`src/common/ptimer_defines.svh`:
```
// timing counts, register offsets, field positions and reset values
`ifndef PTIMER_DEFINES_SVH
`define PTIMER_DEFINES_SVH
// register word offsets (byte addresses)
`define OFS_CTRL 4'h0
`define OFS_COMPARE_A 4'h4
`define OFS_COMPARE_P 4'h8
`define OFS_COUNT 4'hC
// control register fields
`define CTRL_RUN 0
`define CTRL_OUT_LVL 1
`define CTRL_OUT_INV 2
`define CTRL_CAP_SRC 3
`define CTRL_CLR_SRC 4
`define CTRL_IO_LO 5
`define CTRL_IO_HI 6
`define CTRL_MODE_LO 7
`define CTRL_MODE_HI 8
`define CTRL_FLAG_A 9
`define CTRL_FLAG_P 10
`define CTRL_WIDTH 11
`define CTRL_RESET 11'h000
// timing: capture latch delay and flag delay in ns, timer clock period
`define TCLK_NS 10
`define LATCH_DELAY_NS 15
`define LATCH_CYCLES ((`LATCH_DELAY_NS - 1) / `TCLK_NS)
`define FLAG_DELAY_NS 5
`define FLAG_CYCLES (((`FLAG_DELAY_NS + `TCLK_NS - 1) / `TCLK_NS))
`define CNT_W 10
`define CNT_MAX 10'h3FF
`endif

```
`src/common/ptimer_pkg.sv`:
```
// types shared by the periodic timer files
package ptimer_pkg;
	typedef enum logic [3:0] {
		MODE_IDLE = 4'h1,
		MODE_PWM = 4'h2,
		MODE_PULSE = 4'h4,
		MODE_CAPTURE = 4'h8
	} mode_t;
endpackage

```
`src/common/pin_sync_if.sv`:
```
// interface carrying raw pins in and synchronised edges out
`timescale 1ns/1ps
interface pin_sync_if;
	logic ext_clock_raw;
	logic capture_in_raw;
	logic ext_rise;
	logic ext_fall;
	logic cap_rise;
	logic cap_fall;
	logic cap_level;
	logic ext_level;
	modport sync (input ext_clock_raw, input capture_in_raw, output ext_rise, output ext_fall,
		output cap_rise, output cap_fall, output cap_level, output ext_level);
	modport core (output ext_clock_raw, output capture_in_raw, input ext_rise, input ext_fall,
		input cap_rise, input cap_fall, input cap_level, input ext_level);
endinterface

```
`src/verilog/periodic_timer.sv`:
```
// periodic timer: pwm, single pulse and capture modes behind an avalon-mm slave
//
// Operation
// - pwm period is compare P, zero means 1024
// - duty from compare A, full when A>=period
// - pwm keeps running under output control 00/01
// - clear select ignored in pwm mode
// - single pulse when mode 10, output 11
// - run rising starts counter and pulse
// - external pin edge sets run in pulse
// - compare A match or software ends pulse
// - compare A match in pulse raises flag A
// - pulse counter cleared only on run rising
// - compare P and clear select unused pulse
// - capture mode 01, source pin by select
// - output control picks edges, 11 none
// - capture counter runs until run falls
// - capture copies counter to A, flag A
// - compare P match clears counter, flag P
// - compare P zero counts to full range
// - pulses under one clock may vanish
// - latch within 1.5 clocks, flag after; code latches 2-3 clocks after the pin edge
// - clear, level, invert unused in capture
// - pwm mode when mode 10, output 10
// - initial level sets polarity, invert flips
// - counter and comparators are ten bits
`timescale 1ns/1ps
`include "ptimer_defines.svh"
module periodic_timer (
	input wire logic clk_sys,
	input wire logic rst,
	input wire logic [3:0] avs_address,
	input wire logic avs_read,
	input wire logic avs_write,
	input wire logic [31:0] avs_writedata,
	input wire logic [3:0] avs_byteenable,
	output logic [31:0] avs_readdata,
	output logic avs_waitrequest,
	input wire logic ext_clock_pin,
	input wire logic capture_in_pin,
	output logic timer_out,
	output logic timer_out_oe_n,
	output logic match_a_flag,
	output logic match_p_flag
);
	// ---------------------------------------------
	// state
	// ---------------------------------------------
	typedef struct packed {
		logic [`CTRL_WIDTH-1:0] ctrl;
		logic [`CNT_W-1:0] compare_a_value;
		logic [`CNT_W-1:0] compare_p_value;
		logic [`CNT_W-1:0] count;
		logic run_prev;
		logic pwm_level;
		logic pulse_level;
		logic cap_pend;
		logic flag_a_pend;
		logic [31:0] rdata;
		logic ack;
		logic out_pin;
	} timer_state_t;
	timer_state_t state_ff;
	timer_state_t nxt_state;

	// ---------------------------------------------
	// pin synchronisers
	// ---------------------------------------------
	// raw pins ride the interface, edge pulses come back synchronised
	pin_sync_if pins();
	assign pins.ext_clock_raw = ext_clock_pin;
	assign pins.capture_in_raw = capture_in_pin;

	pin_sync u_sync (
		.clk_sys(clk_sys),
		.rst(rst),
		.pins(pins)
	);

	// ---------------------------------------------
	// decoded control fields
	// ---------------------------------------------
	logic [1:0] mode_field;
	logic [1:0] out_ctrl_field;
	logic run_bit;
	logic out_initial_level;
	logic out_invert;
	logic capture_src_sel;
	ptimer_pkg::mode_t mode;
	logic [10:0] period;
	logic match_a;
	logic match_p;
	logic cap_edge;
	logic bus_req;
	logic wr_ctrl;
	logic wr_a;
	logic wr_p;

	assign mode_field = {state_ff.ctrl[`CTRL_MODE_HI], state_ff.ctrl[`CTRL_MODE_LO]};
	assign out_ctrl_field = {state_ff.ctrl[`CTRL_IO_HI], state_ff.ctrl[`CTRL_IO_LO]};
	assign run_bit = state_ff.ctrl[`CTRL_RUN];
	assign out_initial_level = state_ff.ctrl[`CTRL_OUT_LVL];
	assign out_invert = state_ff.ctrl[`CTRL_OUT_INV];
	assign capture_src_sel = state_ff.ctrl[`CTRL_CAP_SRC];

	// ---------------------------------------------
	// mode decode
	// ---------------------------------------------
	// compare-match and timer modes fall into idle here
	always_comb begin
		mode = ptimer_pkg::MODE_IDLE;
		// 00/01 keep the waveform alive, pin forced later
		if (mode_field == 2'h2 && out_ctrl_field != 2'h3) begin
			mode = ptimer_pkg::MODE_PWM;
		end
		if (mode_field == 2'h2 && out_ctrl_field == 2'h3) begin
			mode = ptimer_pkg::MODE_PULSE;
		end
		if (mode_field == 2'h1) begin
			mode = ptimer_pkg::MODE_CAPTURE;
		end
	end

	// ---------------------------------------------
	// comparators
	// ---------------------------------------------
	// match one below period so each cycle lasts exactly period clocks
	// zero compare P gives 1024
	assign period = (state_ff.compare_p_value == 10'h000) ? 11'h400
		: {1'b0, state_ff.compare_p_value};
	assign match_p = run_bit && ({1'b0, state_ff.count} == period - 11'h001);
	assign match_a = run_bit && (state_ff.count == state_ff.compare_a_value);

	// ---------------------------------------------
	// capture edge select
	// ---------------------------------------------
	// one-cycle edge pulses, so a held level never captures twice
	// source pin select
	// narrow pulses may be lost in sync
	always_comb begin
		logic r;
		logic f;
		r = capture_src_sel ? pins.ext_rise : pins.cap_rise;
		f = capture_src_sel ? pins.ext_fall : pins.cap_fall;
		case (out_ctrl_field)
			2'h0: cap_edge = r;
			2'h1: cap_edge = f;
			2'h2: cap_edge = r | f;
			default: cap_edge = 1'b0;
		endcase
	end

	// ---------------------------------------------
	// bus decode
	// ---------------------------------------------
	// one wait cycle per access; ack drops waitrequest
	// writes land at the first edge; a held request makes that harmless
	assign bus_req = (avs_read | avs_write) & ~state_ff.ack;
	assign wr_ctrl = bus_req & avs_write & (avs_address == `OFS_CTRL);
	assign wr_a = bus_req & avs_write & (avs_address == `OFS_COMPARE_A);
	assign wr_p = bus_req & avs_write & (avs_address == `OFS_COMPARE_P);

	// ---------------------------------------------
	// next state
	// ---------------------------------------------
	always_comb begin
		logic [`CTRL_WIDTH-1:0] wc;
		logic run_next;
		logic set_a;
		logic set_p;
		logic pwm_on;
		nxt_state = state_ff;
		wc = state_ff.ctrl;
		set_a = 1'b0;
		set_p = 1'b0;
		run_next = 1'b0;
		pwm_on = 1'b0;
		nxt_state.ack = bus_req;
		// control write; flag bits are write-one-to-clear
		if (wr_ctrl) begin
			if (avs_byteenable[0]) begin
				wc[7:0] = avs_writedata[7:0];
			end
			if (avs_byteenable[1]) begin
				wc[8] = avs_writedata[8];
				if (avs_writedata[`CTRL_FLAG_A]) begin
					wc[`CTRL_FLAG_A] = 1'b0;
				end
				if (avs_writedata[`CTRL_FLAG_P]) begin
					wc[`CTRL_FLAG_P] = 1'b0;
				end
			end
		end
		// ten-bit comparators, high bits in byte 1
		if (wr_a) begin
			if (avs_byteenable[0]) begin
				nxt_state.compare_a_value[7:0] = avs_writedata[7:0];
			end
			if (avs_byteenable[1]) begin
				nxt_state.compare_a_value[9:8] = avs_writedata[9:8];
			end
		end
		if (wr_p) begin
			if (avs_byteenable[0]) begin
				nxt_state.compare_p_value[7:0] = avs_writedata[7:0];
			end
			if (avs_byteenable[1]) begin
				nxt_state.compare_p_value[9:8] = avs_writedata[9:8];
			end
		end
		// external edge sets run in pulse mode
		if (mode == ptimer_pkg::MODE_PULSE && pins.ext_rise) begin
			wc[`CTRL_RUN] = 1'b1;
		end
		if (mode == ptimer_pkg::MODE_PULSE && match_a && state_ff.run_prev) begin
			wc[`CTRL_RUN] = 1'b0;
			set_a = 1'b1;
		end
		run_next = wc[`CTRL_RUN];
		nxt_state.run_prev = run_bit;
		// count while run high, hold otherwise
		if (run_bit && !state_ff.run_prev) begin
			nxt_state.count = 10'h000;
		end else if (run_bit) begin
			case (mode)
				ptimer_pkg::MODE_PWM: begin
					// compare P match and run rising clear in pwm
					nxt_state.count = match_p ? 10'h000 : state_ff.count + 10'h001;
					set_p = match_p;
					set_a = match_a;
				end
				ptimer_pkg::MODE_PULSE: begin
					// compare P ignored, counter free
					// count parks at A so software can read the width
					if (!match_a) begin
						nxt_state.count = state_ff.count + 10'h001;
					end
				end
				ptimer_pkg::MODE_CAPTURE: begin
					// zero P wraps at full count
					nxt_state.count = match_p ? 10'h000 : state_ff.count + 10'h001;
					set_p = match_p;
				end
				default: begin
					nxt_state.count = state_ff.count + 10'h001;
				end
			endcase
		end
		// capture copies counter into compare A
		// latch this cycle, flag one cycle later
		// flag trails the latch by a clock so A is settled first
		nxt_state.flag_a_pend = 1'b0;
		if (mode == ptimer_pkg::MODE_CAPTURE && run_bit && cap_edge) begin
			nxt_state.compare_a_value = state_ff.count;
			nxt_state.flag_a_pend = 1'b1;
		end
		if (state_ff.flag_a_pend) begin
			set_a = 1'b1;
		end
		// set wins over software clear
		if (set_a) begin
			wc[`CTRL_FLAG_A] = 1'b1;
		end
		if (set_p) begin
			wc[`CTRL_FLAG_P] = 1'b1;
		end
		nxt_state.ctrl = wc;
		// full duty when A reaches period
		// waveform runs independent of pin drive
		pwm_on = ({1'b0, state_ff.compare_a_value} >= period)
			|| (nxt_state.count < state_ff.compare_a_value);
		nxt_state.pwm_level = run_next && pwm_on;
		nxt_state.pulse_level = run_next;
		// output pin drive
		// initial level gives polarity, invert flips
		case (mode)
			ptimer_pkg::MODE_PWM: begin
				nxt_state.out_pin = (nxt_state.pwm_level ~^ out_initial_level) ^ out_invert;
			end
			ptimer_pkg::MODE_PULSE: begin
				// relies on out control staying 11
				nxt_state.out_pin = (nxt_state.pulse_level ~^ out_initial_level) ^ out_invert;
			end
			default: begin
				nxt_state.out_pin = out_initial_level ^ out_invert;
			end
		endcase
		// forced levels when out control 00/01, pwm mode field
		if (mode_field == 2'h2 && out_ctrl_field == 2'h0) begin
			nxt_state.out_pin = 1'b0;
		end
		if (mode_field == 2'h2 && out_ctrl_field == 2'h1) begin
			nxt_state.out_pin = 1'b1;
		end
		// read data mux; unmapped reads as zero
		nxt_state.rdata = 32'h0000_0000;
		if (bus_req && avs_read) begin
			case (avs_address)
				`OFS_CTRL: nxt_state.rdata = {21'h000000, state_ff.ctrl};
				`OFS_COMPARE_A: nxt_state.rdata = {22'h000000, state_ff.compare_a_value};
				`OFS_COMPARE_P: nxt_state.rdata = {22'h000000, state_ff.compare_p_value};
				`OFS_COUNT: nxt_state.rdata = {22'h000000, state_ff.count};
				default: nxt_state.rdata = 32'h0000_0000;
			endcase
		end
	end

	// ---------------------------------------------
	// state register
	// ---------------------------------------------
	always_ff @(posedge clk_sys) begin
		if (rst) begin
			state_ff <= '0;
		end else begin
			state_ff <= nxt_state;
		end
	end

	// ---------------------------------------------
	// outputs
	// ---------------------------------------------
	// outputs; waitrequest combinational, released on ack cycle
	assign avs_waitrequest = (avs_read | avs_write) & ~state_ff.ack;
	assign avs_readdata = state_ff.rdata;
	assign timer_out = state_ff.out_pin;
	// pin driven in pwm and pulse modes, low enable means driving
	assign timer_out_oe_n = (mode_field == 2'h2) ? 1'b0 : 1'b1;
	assign match_a_flag = state_ff.ctrl[`CTRL_FLAG_A];
	assign match_p_flag = state_ff.ctrl[`CTRL_FLAG_P];
endmodule

```
`src/verilog/pin_sync.sv`:
```
// two-stage synchronisers and edge detectors for the trigger and capture pins
`timescale 1ns/1ps
module pin_sync (
	input wire logic clk_sys,
	input wire logic rst,
	pin_sync_if.sync pins
);
	typedef struct packed {
		logic [1:0] meta;
		logic [1:0] sync;
		logic [1:0] prev;
	} sync_state_t;
	sync_state_t state_ff;
	sync_state_t nxt_state;

	// ---------------------------------------------
	// synchroniser chain
	// ---------------------------------------------
	// meta only feeds sync; edges are taken from sync against prev
	always_comb begin
		nxt_state = state_ff;
		nxt_state.meta = {pins.capture_in_raw, pins.ext_clock_raw};
		nxt_state.sync = state_ff.meta;
		nxt_state.prev = state_ff.sync;
	end

	always_ff @(posedge clk_sys) begin
		if (rst) begin
			state_ff <= '0;
		end else begin
			state_ff <= nxt_state;
		end
	end

	// edge pulses, one cycle each
	assign pins.ext_rise = state_ff.sync[0] & ~state_ff.prev[0];
	assign pins.ext_fall = ~state_ff.sync[0] & state_ff.prev[0];
	assign pins.cap_rise = state_ff.sync[1] & ~state_ff.prev[1];
	assign pins.cap_fall = ~state_ff.sync[1] & state_ff.prev[1];
	assign pins.ext_level = state_ff.sync[0];
	assign pins.cap_level = state_ff.sync[1];
endmodule

```
`config.mk`:
```
export PLATFORM = sky130hd
export DESIGN_NAME = periodic_timer
export DESIGN_NICKNAME = d
export VERILOG_FILES = /design/src/common/ptimer_pkg.sv /design/src/common/pin_sync_if.sv /design/src/verilog/periodic_timer.sv /design/src/verilog/pin_sync.sv
export VERILOG_INCLUDE_DIRS = /design/src /design/src/common
export SDC_FILE = /design/constraint.sdc
export NUM_CORES = 1
export LEC_CHECK = 0
export BUFFER_PORTS_ARGS = -buffer_cell sky130_fd_sc_hd__buf_2
export CORE_UTILIZATION = 40
export CTS_BUF_LIST = sky130_fd_sc_hd__clkbuf_4 sky130_fd_sc_hd__clkbuf_8 sky130_fd_sc_hd__clkbuf_16
export DETAILED_ROUTE_END_ITERATION = 7
export GPL_TIMING_DRIVEN = 0
export HOLD_SLACK_MARGIN = 0.02
export REMOVE_ABC_BUFFERS = 1
export SYNTH_ARGS = -nofsm -noshare
export SYNTH_HDL_FRONTEND = slang
export SYNTH_HIERARCHICAL = 1
export SYNTH_SLANG_ARGS = --single-unit
```
`constraint.sdc`:
```
create_clock -name clk_sys -period 10.4 [get_ports clk_sys]
set_input_delay 2.6 -clock clk_sys [delete_from_list [all_inputs] [get_ports clk_sys]]
set_output_delay 2.6 -clock clk_sys [all_outputs]
set_load 0.01 [all_outputs]
```
==> flow_summary.ini <==
[synthesis]
synthXorXnorAreaFrac_pct = 3.85
synthAdderAreaFrac_pct = 7.23
ys.flop_type = dfxtp_1
ys_seq_area_share_pct = 28.7
synth_edf_count = 0
synth-compound-area-share_pct = 21.7
synth-seq-cells = 62
synth_cell_types = 58
syn_area_um2 = 4330
muxShareOfSynthArea_pct = 6.48
netlist_instances = 536
synth_top_family_by_area = compound AO/OA/AOI/OAI gates
yosysWarnings = 6
synthSimpleGateAreaFrac_pct = 20.9
avgSynthCellArea_um2 = 8.07
ys_async_sr_fraction_pct = 0

[die]
rows = 37
ioPinCount = 83
die_h_um = 106
start_util_pct = 41.5
fp.dieW_um = 106
die_area_um2 = 11200
design.core.area_um2 = 10400

[clock_network]
cts_tree = yes
htree_levels = 3
cts-buffers-inserted = 9
cts.repair.resized = 0
cts_setup_buffers = 0
postCtsHoldBufs = 0
clk_latency_ns = 0.36
clk_pin_slew_ns = 0.08
cts.sinks = 62
root_buffer = clkbuf_8
clk_path_buf_depth = 2

[route]
drt_iter0_drc = 275
firstDrtPassIters = 8
vias_per_cell = 5.66
antenna_left = 0
wire_per_inst_um = 17.3
drcViolationCount = 0
vias = 3887
drt-total-wl_um = 11900

[finish]
num-nets-final = 617
fillCellCount = 1051
regArea_um2 = 1240
multiInputGateArea_um2 = 2680
fin_cells = 687
final_cell_mix = dfxtp_1 (62), nor2_1 (57), buf_2 (38)
fin_area_um2 = 4630
n_antenna_cell = 0
layout_commonest_cell = dfxtp_1
drive_above_1_share_pct = 12.2
syn2layout_area_growth_pct = 7.09

[worst_setup_path]
ff2ff_path_depth = 17
endpoint_kind = output pin
critPathMaxFanout = 2
cp.required_ns = 7.80
crit_type = input pin to output pin
cp_data_arrival_time_ns = 3.02
crit_path_start_kind = input pin

[global_route]
overflow = 0
antenna_found_initial = 0
track_usage_pct = 21.9
grt_pass1_vias = 3604
grt_pass1_wl_um = 18800
grt_max_degree = 45

[hold_path]
hp-class = register to register
min_path_cells = 1

[sta]
slew_headroom_pct = 24.1
rsz0062_at_grt = false
setup_viol = 0
timing.hold.ws_ns = 0.451
min_period_ns = 5.62
fin_worst_skew_ns = 0.0102
finalSetupTns_ns = 0
finalCritPeriodShare_pct = 54.0
worstMarginPinSlew_ns = 1.14
finalHoldViolations = 0
drv_slew = 0
max_freq_mhz = 178

[pwr]
pwr-share-seq_pct = 46.7
total_leakage_power_nw = 1.79
p_clk_share_pct = 47.3
p_total_w = 0.000516
p_switching_w = 0.000131
p_sw_share_pct = 25.4
power_density_nw_per_um2 = 111
power.share.combinational_pct = 6.0
peakVddDrop_mv = 0.0909
p_int_w = 0.000385

[placed_design]
gp_congestion = 0.896
post-place-cells = 671
place_area_um2 = 4410
portBuffers = 38
hpwl_um = 8730

[outcome]
outcome = finished clean

[flow_run]
cap_violations = 0
## worst max-delay path, cell delays in order
cell    delay (ns)
buf_2         0.10
nor2_1        0.13
nor2_1        0.05
buf_2         0.13
## synthesized netlist by cell type, drive strengths merged (2+ instances only)
cell type  instances  share of area (%)
a311oi             3               0.61
a21o               9                1.6
a22oi             23                4.0
xnor2             13                2.6
nor3              14                1.9
or4                2               0.35
or3                4               0.58
nand2b             5               0.72
nor2b             21                3.0
and3              12                1.7
a31oi              6               0.87
inv               30                2.6
nor2              57                4.9
o21ai             15                1.8
a32o               2               0.49
o21bai             5               0.87
o21a               2               0.35
xor2               6                1.2
and2               5               0.72
ha                25                7.2
o311a              5                1.2
dfxtp             62                 29
clkbuf            16                1.4
nor4               3               0.78
o2111ai            3               0.75
nand3             10                1.2
a21oi             36                4.3
mux2i             28                6.5
nand2             29                2.5
buf               44                7.1
a211oi             4               0.69
nand3b             5               0.87
a211o              3               0.64
nand4              5               0.72
or2                2               0.29
o211ai             2               0.35
o221ai             6                1.2
a221oi             6                1.4
## metrics by stage
step / setup slack [ns] / utilization, %
2_1_floorplan: 5.01 / -
3_3_place_gp: 3.65 / 42.2
3_5_place_dp: 4.66 / 42.3
4_1_cts: 4.78 / 44.5
5_1_grt: 4.72 / 44.5
6_report: 4.78 / 44.5
## kinds of logic after synthesis
| group | Yosys count |
|---|---|
| and+or+nand+nor | 177 |
| AOI/OAI and AO/OA | 133 |
| buffers and inverters | 91 |
| DFF | 62 |
| muxes | 28 |
| adders and majority gates | 25 |
| xor gates and xnor gates | 19 |
| other | 1 |
## per-layer routing
| layer | global-route usage (%) | part of all wire, % | vias to the layer above | routed length (um) |
|---|---|---|---|---|
| met4 | 7.84 | 1.8 | 0 | 209 |
| li1 | - | - | 1880 | - |
| met5 | 0 | 0 | - | 0 |
| met2 | 35.3 | 45 | 135 | 5370 |
| met1 | 29.0 | 47 | 1856 | 5590 |
| met3 | 3.99 | 5.7 | 16 | 681 |
## flip-flops by register name, summed over array words and instances, names as in the netlist
| register | count |
|---|---|
| avs_readdata | 11 |
| capture_src_sel | 1 |
| match_a_flag | 1 |
| match_p_flag | 1 |
| mode_field | 2 |
| nxt_state | 1 |
| out_ctrl_field | 2 |
| out_initial_level | 1 |
| out_invert | 1 |
| state_ff | 34 |
| timer_out | 1 |
| u_sync/nxt_state | 2 |
| u_sync/pins.cap_level | 1 |
| u_sync/pins.ext_level | 1 |
| u_sync/state_ff | 2 |
## cell type report
class	count	share of cell area [%]
multi-input combinational	403	57.9
sequential	62	26.8
timing repair buffer	39	4.27
tap	136	3.67
clock buffer	9	2.67
inverter	31	2.51
clock inverter	7	2.13
## power groups by stage
stage	registers, W	logic, W	clock network [W]
3_3_place_gp	0.000247	0.0000298	0
6_report	0.000241	0.0000308	0.000244
2_1_floorplan	0.000246	0.0000165	0
5_1_grt	0.000241	0.0000341	0.000258
4_1_cts	0.000241	0.0000306	0.000248
3_5_place_dp	0.000247	0.0000305	0
## final timing paths
| check | slack, ns | to | startpoint |
|---|---|---|---|
| setup / recovery | 4.78 | avs_waitrequest | avs_read |
| hold / removal | 0.45 | u_sync/pins.cap_level$_SDFF_PP0_ | u_sync/nxt_state[3]$_SDFF_PP0_ |
| setup reg to reg | 5.73 | timer_out$_SDFF_PP0_ | nxt_state[38]$_SDFF_PP0_ |
| hold reg to reg | 0.45 | u_sync/pins.cap_level$_SDFF_PP0_ | u_sync/nxt_state[3]$_SDFF_PP0_ |
Note: power is estimated with default switching activity, not from simulation.
